[config.mk]
export PLATFORM = sky130hd
export DESIGN_NAME = ues_port
export DESIGN_NICKNAME = d
export VERILOG_FILES = /design/src/hw/ues_pkg.sv /design/src/hw/ues_baud.sv /design/src/hw/ues_port.sv
export SDC_FILE = /design/constraint.sdc
export NUM_CORES = 1
export LEC_CHECK = 0
export ABC_AREA = 0
export BUFFER_PORTS_ARGS = -buffer_cell sky130_fd_sc_hd__buf_2
export CAP_MARGIN = 20
export CORE_AREA = 2 2 95 97
export CTS_CLUSTER_SIZE = 10
export DETAILED_ROUTE_END_ITERATION = 6
export DIE_AREA = 0 0 97 99
export PLACE_DENSITY_LB_ADDON = 0.15
export SKIP_LAST_GASP = 1
export SLEW_MARGIN = 20
export SYNTH_ARGS = -nofsm -noshare
export SYNTH_HDL_FRONTEND = slang
export SYNTH_SLANG_ARGS = --single-unit
export TNS_END_PERCENT = 1
[constraint.sdc]
create_clock -name clk_sys -period 2.2 [get_ports clk_sys]
set_input_delay 0.22 -clock clk_sys [delete_from_list [all_inputs] [get_ports clk_sys]]
set_output_delay 0.22 -clock clk_sys [all_outputs]
set_load 0.005 [all_outputs]
[src/hw/ues_pkg.sv]
/*
  Shared constants and state types for the half-duplex serial port.
  Assumes one 100 MHz system clock and a synchronous active-high reset.
*/
package ues_pkg;

  localparam int unsigned UES_DATA_BITS = 8;
  localparam logic [2:0] UES_LAST_BIT = 3'h7;
  localparam logic [1:0] UES_GLITCH_CYC = 2'h2;
  localparam logic [15:0] UES_DIV_RESET = 16'h0000;
  localparam logic [7:0] UES_DATA_RESET = 8'h00;

  typedef enum logic [4:0] {
    UES_TX_IDLE = 5'b00001,
    UES_TX_LEAD = 5'b00010,
    UES_TX_START = 5'b00100,
    UES_TX_DATA = 5'b01000,
    UES_TX_STOP = 5'b10000
  } ues_tx_state_t;

  typedef enum logic [5:0] {
    UES_RX_IDLE = 6'b000001,
    UES_RX_START = 6'b000010,
    UES_RX_DATA = 6'b000100,
    UES_RX_STOP = 6'b001000,
    UES_RX_REST = 6'b010000,
    UES_RX_SPARE = 6'b100000
  } ues_rx_state_t;

endpackage : ues_pkg

[src/hw/ues_baud.sv]
/*
  Bit-period tick generator, counting system clocks or alternative source pulses.
  Assumes the alternative source arrives as a one-cycle pulse synchronous to clk_sys.
*/
`timescale 1ns/100ps
module ues_baud
  import ues_pkg::*;
(
  input wire logic clk_sys,
  input wire logic reset,
  input wire logic ce,
  input wire logic restart,
  input wire logic half,
  input wire logic use_alt,
  input wire logic alt_pulse,
  input wire logic [15:0] div,
  output logic tick
);

  logic [15:0] cnt_q;
  logic [15:0] cnt_d;
  logic src;

  // Period is div+1 source pulses; half load centres receive sampling
  assign src = use_alt ? alt_pulse : 1'b1;
  assign tick = !restart && src && (cnt_q == 16'h0000);
  assign cnt_d = restart ? (half ? {1'b0, div[15:1]} : div) :
                 tick ? div :
                 src ? cnt_q - 16'h0001 : cnt_q;

  always_ff @(posedge clk_sys)
  begin
    if (reset)
      cnt_q <= UES_DIV_RESET;
    else if (ce)
      cnt_q <= cnt_d;
  end

endmodule : ues_baud

[src/hw/ues_port.sv]
/*
  Half-duplex serial port: transmitter, receiver and direction interlock.
  Assumes txd/rxd pins synchronous to clk_sys and a far end honouring rts_n.
*/
`timescale 1ns/100ps
module ues_port
  import ues_pkg::*;
(
  input wire logic clk_sys,
  input wire logic reset,
  input wire logic ce,
  input wire logic [15:0] baud_div,
  input wire logic stop_two,
  input wire logic alt_sel,
  input wire logic alt_pulse,
  input wire logic tx_force_pclk,
  input wire logic [7:0] tx_data,
  input wire logic tx_valid,
  output logic tx_ready,
  output logic txd,
  output logic rts_n,
  input wire logic rxd,
  output logic [7:0] rx_data,
  output logic rx_valid,
  output logic rx_frame_err
);

  ues_tx_state_t tx_st_q;
  ues_tx_state_t tx_st_d;
  ues_rx_state_t rx_st_q;
  ues_rx_state_t rx_st_d;
  logic [7:0] tx_sh_q;
  logic [7:0] tx_sh_d;
  logic [2:0] tx_bit_q;
  logic [2:0] tx_bit_d;
  logic tx_stop_q;
  logic tx_stop_d;
  logic tx_alt_q;
  logic tx_alt_d;
  logic [1:0] glitch_q;
  logic [1:0] glitch_d;
  logic txd_q;
  logic txd_d;
  logic [7:0] rx_sh_q;
  logic [7:0] rx_sh_d;
  logic [2:0] rx_bit_q;
  logic [2:0] rx_bit_d;
  logic [7:0] rx_data_q;
  logic rx_valid_q;
  logic rx_err_q;
  logic tx_busy;
  logic rx_busy;
  logic tx_accept;
  logic rx_begin;
  logic tx_tick;
  logic rx_tick;
  logic tx_restart;
  logic rx_restart;
  logic rx_good;
  logic rx_bad;
  logic tx_alt_now;

  assign tx_busy = (tx_st_q != UES_TX_IDLE);
  assign rx_busy = (rx_st_q != UES_RX_IDLE);
  assign tx_ready = !tx_busy && !rx_busy && rxd;
  assign tx_accept = tx_ready && tx_valid;
  assign rx_begin = (rx_st_q == UES_RX_IDLE) && !rxd && !tx_busy;
  // hold off far end while sending
  assign rts_n = tx_busy;
  // system clock timing avoids the glitch
  assign tx_alt_now = alt_sel && !tx_force_pclk;

  assign txd = txd_q;
  assign rx_data = rx_data_q;
  assign rx_valid = rx_valid_q;
  assign rx_frame_err = rx_err_q;

  // a second instance gives the other direction
  ues_baud u_tx_baud (
    .clk_sys(clk_sys),
    .reset(reset),
    .ce(ce),
    .restart(tx_restart),
    .half(1'b0),
    .use_alt(tx_accept ? tx_alt_now : tx_alt_q),
    .alt_pulse(alt_pulse),
    .div(baud_div),
    .tick(tx_tick)
  );

  ues_baud u_rx_baud (
    .clk_sys(clk_sys),
    .reset(reset),
    .ce(ce),
    .restart(rx_restart),
    .half(rx_begin),
    .use_alt(alt_sel),
    .alt_pulse(alt_pulse),
    .div(baud_div),
    .tick(rx_tick)
  );

  // Lead tick reloads by itself; restarting there would feed tick back into tick
  assign tx_restart = tx_accept;
  assign rx_restart = rx_begin;

  always_comb
  begin
    tx_st_d = tx_st_q;
    tx_sh_d = tx_sh_q;
    tx_bit_d = tx_bit_q;
    tx_stop_d = tx_stop_q;
    tx_alt_d = tx_alt_q;
    glitch_d = (glitch_q != 2'h0) ? glitch_q - 2'h1 : 2'h0;
    case (tx_st_q)
      UES_TX_IDLE:
      begin
        if (tx_accept)
        begin
          tx_sh_d = tx_data;
          tx_alt_d = tx_alt_now;
          // alternative source leads with a glitch bit
          tx_st_d = tx_alt_now ? UES_TX_LEAD : UES_TX_START;
          glitch_d = tx_alt_now ? UES_GLITCH_CYC : 2'h0;
        end
      end
      UES_TX_LEAD:
      begin
        if (tx_tick)
          tx_st_d = UES_TX_START;
      end
      UES_TX_START:
      begin
        if (tx_tick)
        begin
          tx_st_d = UES_TX_DATA;
          tx_bit_d = 3'h0;
        end
      end
      UES_TX_DATA:
      begin
        if (tx_tick)
        begin
          tx_sh_d = {1'b0, tx_sh_q[7:1]};
          tx_bit_d = tx_bit_q + 3'h1;
          tx_stop_d = 1'b0;
          if (tx_bit_q == UES_LAST_BIT)
            tx_st_d = UES_TX_STOP;
        end
      end
      UES_TX_STOP:
      begin
        if (tx_tick)
        begin
          tx_stop_d = 1'b1;
          if (tx_stop_q == stop_two)
            tx_st_d = UES_TX_IDLE;
        end
      end
      default:
        tx_st_d = UES_TX_IDLE;
    endcase
  end

  always_comb
  begin
    case (tx_st_d)
      UES_TX_LEAD: txd_d = (glitch_d == 2'h0);
      UES_TX_START: txd_d = 1'b0;
      UES_TX_DATA: txd_d = tx_sh_d[0];
      default: txd_d = 1'b1;
    endcase
  end

  assign rx_good = (rx_st_q == UES_RX_STOP) && rx_tick && rxd;
  assign rx_bad = (rx_st_q == UES_RX_STOP) && rx_tick && !rxd;

  always_comb
  begin
    rx_st_d = rx_st_q;
    rx_sh_d = rx_sh_q;
    rx_bit_d = rx_bit_q;
    case (rx_st_q)
      UES_RX_IDLE:
      begin
        if (rx_begin)
          rx_st_d = UES_RX_START;
      end
      UES_RX_START:
      begin
        // False start unless still low at mid bit
        if (rx_tick)
        begin
          rx_st_d = rxd ? UES_RX_IDLE : UES_RX_DATA;
          rx_bit_d = 3'h0;
        end
      end
      UES_RX_DATA:
      begin
        if (rx_tick)
        begin
          rx_sh_d = {rxd, rx_sh_q[7:1]};
          rx_bit_d = rx_bit_q + 3'h1;
          if (rx_bit_q == UES_LAST_BIT)
            rx_st_d = UES_RX_STOP;
        end
      end
      UES_RX_STOP:
      begin
        // stop bit sampled here; a recovery bit follows, far end must pad
        if (rx_tick)
          rx_st_d = UES_RX_REST;
      end
      UES_RX_REST:
      begin
        // start edges ignored until this ends
        if (rx_tick)
          rx_st_d = UES_RX_IDLE;
      end
      default:
        rx_st_d = UES_RX_IDLE;
    endcase
  end

  always_ff @(posedge clk_sys)
  begin
    if (reset)
    begin
      tx_st_q <= UES_TX_IDLE;
      tx_sh_q <= UES_DATA_RESET;
      tx_bit_q <= 3'h0;
      tx_stop_q <= 1'b0;
      tx_alt_q <= 1'b0;
      glitch_q <= 2'h0;
      txd_q <= 1'b1;
    end
    else if (ce)
    begin
      tx_st_q <= tx_st_d;
      tx_sh_q <= tx_sh_d;
      tx_bit_q <= tx_bit_d;
      tx_stop_q <= tx_stop_d;
      tx_alt_q <= tx_alt_d;
      glitch_q <= glitch_d;
      txd_q <= txd_d;
    end
  end

  always_ff @(posedge clk_sys)
  begin
    if (reset)
    begin
      rx_st_q <= UES_RX_IDLE;
      rx_sh_q <= UES_DATA_RESET;
      rx_bit_q <= 3'h0;
      rx_data_q <= UES_DATA_RESET;
      rx_valid_q <= 1'b0;
      rx_err_q <= 1'b0;
    end
    else if (ce)
    begin
      rx_st_q <= rx_st_d;
      rx_sh_q <= rx_sh_d;
      rx_bit_q <= rx_bit_d;
      rx_valid_q <= rx_good;
      rx_err_q <= rx_bad;
      if (rx_good)
        rx_data_q <= rx_sh_q;
    end
  end

  // Frozen cycles suspend checking
  a_dir_exclusive: assert property (@(posedge clk_sys) disable iff (reset || !ce)
    !(tx_busy && rx_busy)) else $error("tx and rx active together");
  a_ready_blocked: assert property (@(posedge clk_sys) disable iff (reset || !ce)
    rx_busy |-> !tx_ready) else $error("tx ready while receiving");
  a_rts_holdoff: assert property (@(posedge clk_sys) disable iff (reset || !ce)
    tx_accept |=> rts_n throughout (tx_busy [*2])) else $error("rts_n low while sending");
  a_glitch_width: assert property (@(posedge clk_sys) disable iff (reset || !ce)
    (tx_st_q == UES_TX_LEAD && $fell(txd_q)) |=> !txd_q ##1 txd_q)
    else $error("glitch not two cycles");
  a_lead_on_alt: assert property (@(posedge clk_sys) disable iff (reset || !ce)
    (tx_accept && tx_alt_now) |=> tx_st_q == UES_TX_LEAD && !txd_q)
    else $error("no lead glitch on alt source");
  a_no_glitch_pclk: assert property (@(posedge clk_sys) disable iff (reset || !ce)
    (tx_accept && !tx_alt_now) |=> tx_st_q == UES_TX_START && !txd_q)
    else $error("pclk start did not begin directly");
  a_frame_levels: assert property (@(posedge clk_sys) disable iff (reset || !ce)
    (tx_st_q == UES_TX_START |-> !txd_q) and
    ((tx_st_q == UES_TX_STOP || tx_st_q == UES_TX_IDLE) |-> txd_q))
    else $error("frame level wrong");
  a_data_lsb: assert property (@(posedge clk_sys) disable iff (reset || !ce)
    (tx_st_q == UES_TX_START && tx_tick) |=> txd_q == tx_sh_q[0] && tx_bit_q == 3'h0)
    else $error("first data bit not lsb");
  a_rx_rest: assert property (@(posedge clk_sys) disable iff (reset || !ce)
    (rx_good || rx_bad) |=> rx_st_q == UES_RX_REST) else $error("no recovery bit");

endmodule : ues_port

==> impl_summary.txt <==
----------------------------------------------------
[Power]
  Portion of total power attributed to the clock network ... between 20% and 30%
  Total Power ... 5.893 mW
  Static leakage ... 2.211 nW
  Power Density ... 1089 mW/mm^2
  Share of total power in combinational logic ... between 40% and 50%
  Switching share of power ... 40.48%
  Fraction of power consumed by sequential logic ... 30.5%
  Internal Dissipation ... 3.508 mW
  Total net switching power ... 2.385 mW
  Worst-case vdd ir drop ... 0.5076 mV

[Critical path]
  Number of buffer and inverter stages on the critical path ... 1
  Worst reg2reg endpoint ... tx_sh_q[3]
  Largest fanout of any net on the critical path ... 6
  Cell with the biggest individual delay on the critical path ... sky130_fd_sc_hd__or4b_4
  Type of origin of the critical path ... flop
  Kind of critical path ... reg2reg
  Worst r2r src ... u_tx_baud.cnt_q[1]
  Cell breakdown of the critical path ... inv_2 > ha_4 > or4b_4 > or2_4 > or3_4 > a21o_1 > a221oi_2 > nor3_1
  Type of destination of the critical path ... flop
  Cells on worst reg2reg path ... 8
  Setup slack, reg-to-reg ... -0.12 ns
  Worst Path Arrival ... about 2.6 ns
  Delay-heaviest family, CP ... simple AND/OR/NAND/NOR gates
  Required time reported for the critical path endpoint ... ~2.5 ns
  Largest incremental delay on the critical path ... 0.45 ns

[Global routing]
  Overflow left after global routing ... 0
  Global routing usage on met3 ... under 10%
  Total Routing Usage GR ... 26.74%
  Global-route layer with the greatest usage ... met2
  Number of antenna violations at the first check in global routing ... 0
  Maximum number of pins on one net before global-route repair ... 40
  Number of global-route vias before repair ... between 4,000 and 5,000
  Met1 GRT Util ... between 30% and 40%
  Routing usage on met2 ... 45.03%
  First-pass GRT wire length ... 21,040 microns

[Routing]
  Via-per-instance ratio ... 6.077
  Violation count after the first detailed-route iteration ... between 200 and 250
  Vias after detailed routing ... 4,564
  DRT Wirelength ... 12,750 microns
  Average detailed-routed wire length per instance ... 16.98 microns
  DRC Markers ... 0
  First-pass iteration count of the detailed router ... 5
  ANT nets after route ... 0

[Clock network]
  Max H-tree Level ... 3
  CTS tree ... yes
  Total of cells resized after clock tree synthesis ... 0
  Number of buffers added by the clock tree synthesis step ... 9
  Hold-fix buffers at CTS ... 0
  Root buf cell ... sky130_fd_sc_hd__clkbuf_8
  Total number of clock tree sinks ... 79
  Post-CTS setup repair buffer count ... 0
  Worst-path clk slew ... about 0.090 ns
  Bufs on Longest Clock Path ... 2
  Clock latency reported for the late side of the worst-skew pair ... 0.37 ns

[Layout]
  Final cell count without fillers ... 751
  Final core area utilization ... between 60% and 70%
  Fraction of layout cells with a size suffix above 1 ... 22.40%
  FF+latch area ... 0.001583 sq mm
  Total of fill cells in the finished design ... 774
  Final-stage net count ... 677
  Diode count ... 0
  Multi-input gate area in the final layout ... about 0.0028 sq mm
  Layout overhead on the synthesized area ... 20.51%

[Timing]
  Period Utilization, post-route ... 105.4%
  Worst Tran Pin Value ... roughly 0.75 ns
  PnR worst setup slack ... -0.1191 ns
  Final critical path time including I/O delays and setup ... 2.319 ns
  Clk_skew ... approximately 0.014 ns
  Final-report hold violation count ... 0
  RSZ-0062 raised after global routing ... true
  Headroom to the max-slew limit ... around half
  Final setup violation count ... 16
  Highest Clock Rate ... 431.2 MHz
  Final count of pins violating max slew ... 0
  Hold slack ... 0.1299 ns

[Synthesis]
  Primary flip-flop cell chosen by synthesis mapping ... sky130_fd_sc_hd__dfxtp_1
  Mean post-synth cell area ... 8.031 sq um
  Proportion of synthesized chip area in sequential cells ... 35.23%
  Top cell types by occurrence after synthesis ... sky130_fd_sc_hd__dfxtp_1 (79), sky130_fd_sc_hd__nor2_1 (65), sky130_fd_sc_hd__nand2_1 (52), sky130_fd_sc_hd__a21oi_1 (41), sky130_fd_sc_hd__o21ai_0 (31)
  Async SR Flop Fraction ... 0%
  Cell with the most instances after synthesis ... sky130_fd_sc_hd__dfxtp_1
  Number of synthesis warnings ... 0
  Leading area contributor after synthesis ... sky130_fd_sc_hd__dfxtp_1
  Share of the synthesized area in the top cell type ... 35.23%
  Gate count after technology mapping ... 559
  Count of flip-flops with a built-in enable after synthesis ... 0
  Number of distinct standard cells referenced by the synthesized netlist ... between 70 and 80
  Post-Synthesis Net Count ... 598
  Cells taking the most area after synthesis ... sky130_fd_sc_hd__dfxtp_1 (35%), sky130_fd_sc_hd__nor2_1 (5.4%), sky130_fd_sc_hd__mux2i_1 (5.1%)
  #FFs+latches synth ... around 80
  Cell area after technology mapping ... 0.004489 sq mm

[Placement]
  Post-DP HPWL ... 9157 microns
  Global placer's final weighted congestion ... 0.9120
  DP Cell Count ... 735
  Number of input and output port buffers inserted ... 45
  Place WS ... -0.1007 ns

[Min path]
  Hold Crit Class ... in2reg
  Worst hold path stage count ... 3
  Endpoint of the worst hold path ... tx_sh_q[7]
  Hold path startpoint ... tx_data[7]

[Floorplanning]
  Die area ... 0.009603 sq mm
  Placement Rows ... 34
  Die X-Extent ... between 90 and 100 microns
  Total I/O pin count ... 46
  Vert. Die Dim ... just under 100 microns
  Area inside the core boundary ... 0.008551 sq mm
  Initial core utilization ... 52.50%

[Job]
  Max-capacitance violation count ... 0

[Run status]
  Violations in the final reports ... setup timing
  Outcome ... finished with violations

----------------------------------------------------
==> per-layer routing <==
layer  wire, microns  vias up
li1                -     2217
met3             727       20
met1            5732     2164
met5               0        -
met4             289        0
met2            6003      163
==> power groups by stage <==
| stage | clock network (mW) | logic [mW] | registers, mW |
|---|---|---|---|
| 3_5_place_dp | 0 | 2.73 | 1.82 |
| 2_1_floorplan | 0 | 1.86 | 1.80 |
| 6_report | 1.31 | 2.79 | 1.80 |
| 5_1_grt | 1.37 | 3.06 | 1.83 |
| 4_1_cts | 1.32 | 2.74 | 1.79 |
| 3_3_place_gp | 0 | 2.64 | 1.82 |
==> how the worst max path moves through the flow <==
stage / from / to / slack (ns) / cells after the start
CTS: u_tx_baud.cnt_q[1] / tx_bit_q[0] / -0.12 / 9
global route: u_tx_baud.cnt_q[1] / tx_bit_q[0] / -0.22 / 9
finish: u_tx_baud.cnt_q[1] / tx_sh_q[3] / -0.12 / 8
floorplan: u_tx_baud.cnt_q[0] / tx_sh_q[2] / -0.05 / 8
global placement: u_tx_baud.cnt_q[1] / tx_sh_q[3] / -0.06 / 8
detailed placement: u_tx_baud.cnt_q[0] / tx_sh_q[2] / -0.10 / 8
==> kinds of logic after synthesis <==
kind of cell,count (synthesis),share of synthesized area [%]
AOI/OAI and AO/OA,152,22.24
xor gates and xnor gates,11,2.146
adders and majority gates,6,1.672
buffers and inverters,46,4.292
DFF,79,35.23
muxes,24,5.379
and+or+nand+nor,241,29.04
==> registers in the layout (all words and copies together), names as in the netlist <==
| signal | count |
|---|---|
| tx_bit_q | 3 |
| u_rx_baud.cnt_q | 16 |
| rx_frame_err | 1 |
| u_tx_baud.cnt_q | 16 |
| tx_st_q | 5 |
| rx_valid | 1 |
| txd | 1 |
| glitch_q | 2 |
| tx_stop_q | 1 |
| tx_sh_q | 8 |
| rx_sh_q | 8 |
| rx_bit_q | 3 |
| tx_alt_q | 1 |
| rx_st_q | 5 |
| rx_data | 8 |
==> area by class of cell <==
type | count | area share (%)
Tap cell | 108 | 2.498
Clock buffer | 9 | 2.290
Inverter | 13 | 0.9019
Timing Repair Buffer | 101 | 12.16
Sequential cell | 79 | 29.26
Clock inverter | 7 | 2.012
Multi-Input combinational cell | 434 | 50.88
==> placed cells by master, fill, tap and decap left out, types with 10 or more instances in the layout <==
cell / Yosys / layout
sky130_fd_sc_hd__buf_4: 2 / 55
sky130_fd_sc_hd__nand3_1: 17 / 17
sky130_fd_sc_hd__mux2i_1: 23 / 23
sky130_fd_sc_hd__buf_2: 4 / 45
sky130_fd_sc_hd__dfxtp_1: 79 / 78
sky130_fd_sc_hd__o21ai_0: 31 / 31
sky130_fd_sc_hd__nor2_1: 65 / 65
sky130_fd_sc_hd__nand2_1: 52 / 52
sky130_fd_sc_hd__nor3_1: 27 / 27
sky130_fd_sc_hd__inv_1: 12 / 10
sky130_fd_sc_hd__a21oi_1: 41 / 41
==> stage by stage <==
step | instance area [sq um] | TNS [ns]
global placement | 5174 | -0.1450
global route | 5410 | -3.055
finish | 5410 | -0.8325
detailed placement | 5177 | -0.5387
CTS | 5410 | -0.8162
floorplan | 4518 | -0.2410
==> worst register-to-register path: stages (launching register included) <==
cell and delay [ns]:
sky130_fd_sc_hd__dfxtp_2 0.33, sky130_fd_sc_hd__inv_2 0.06, sky130_fd_sc_hd__ha_4 0.13, sky130_fd_sc_hd__or4b_4 0.45
sky130_fd_sc_hd__or2_4 0.30, sky130_fd_sc_hd__or3_4 0.40, sky130_fd_sc_hd__a21o_1 0.28, sky130_fd_sc_hd__a221oi_2 0.19
sky130_fd_sc_hd__nor3_1 0.07
No activity file was read; power rests on OpenSTA's default activity.
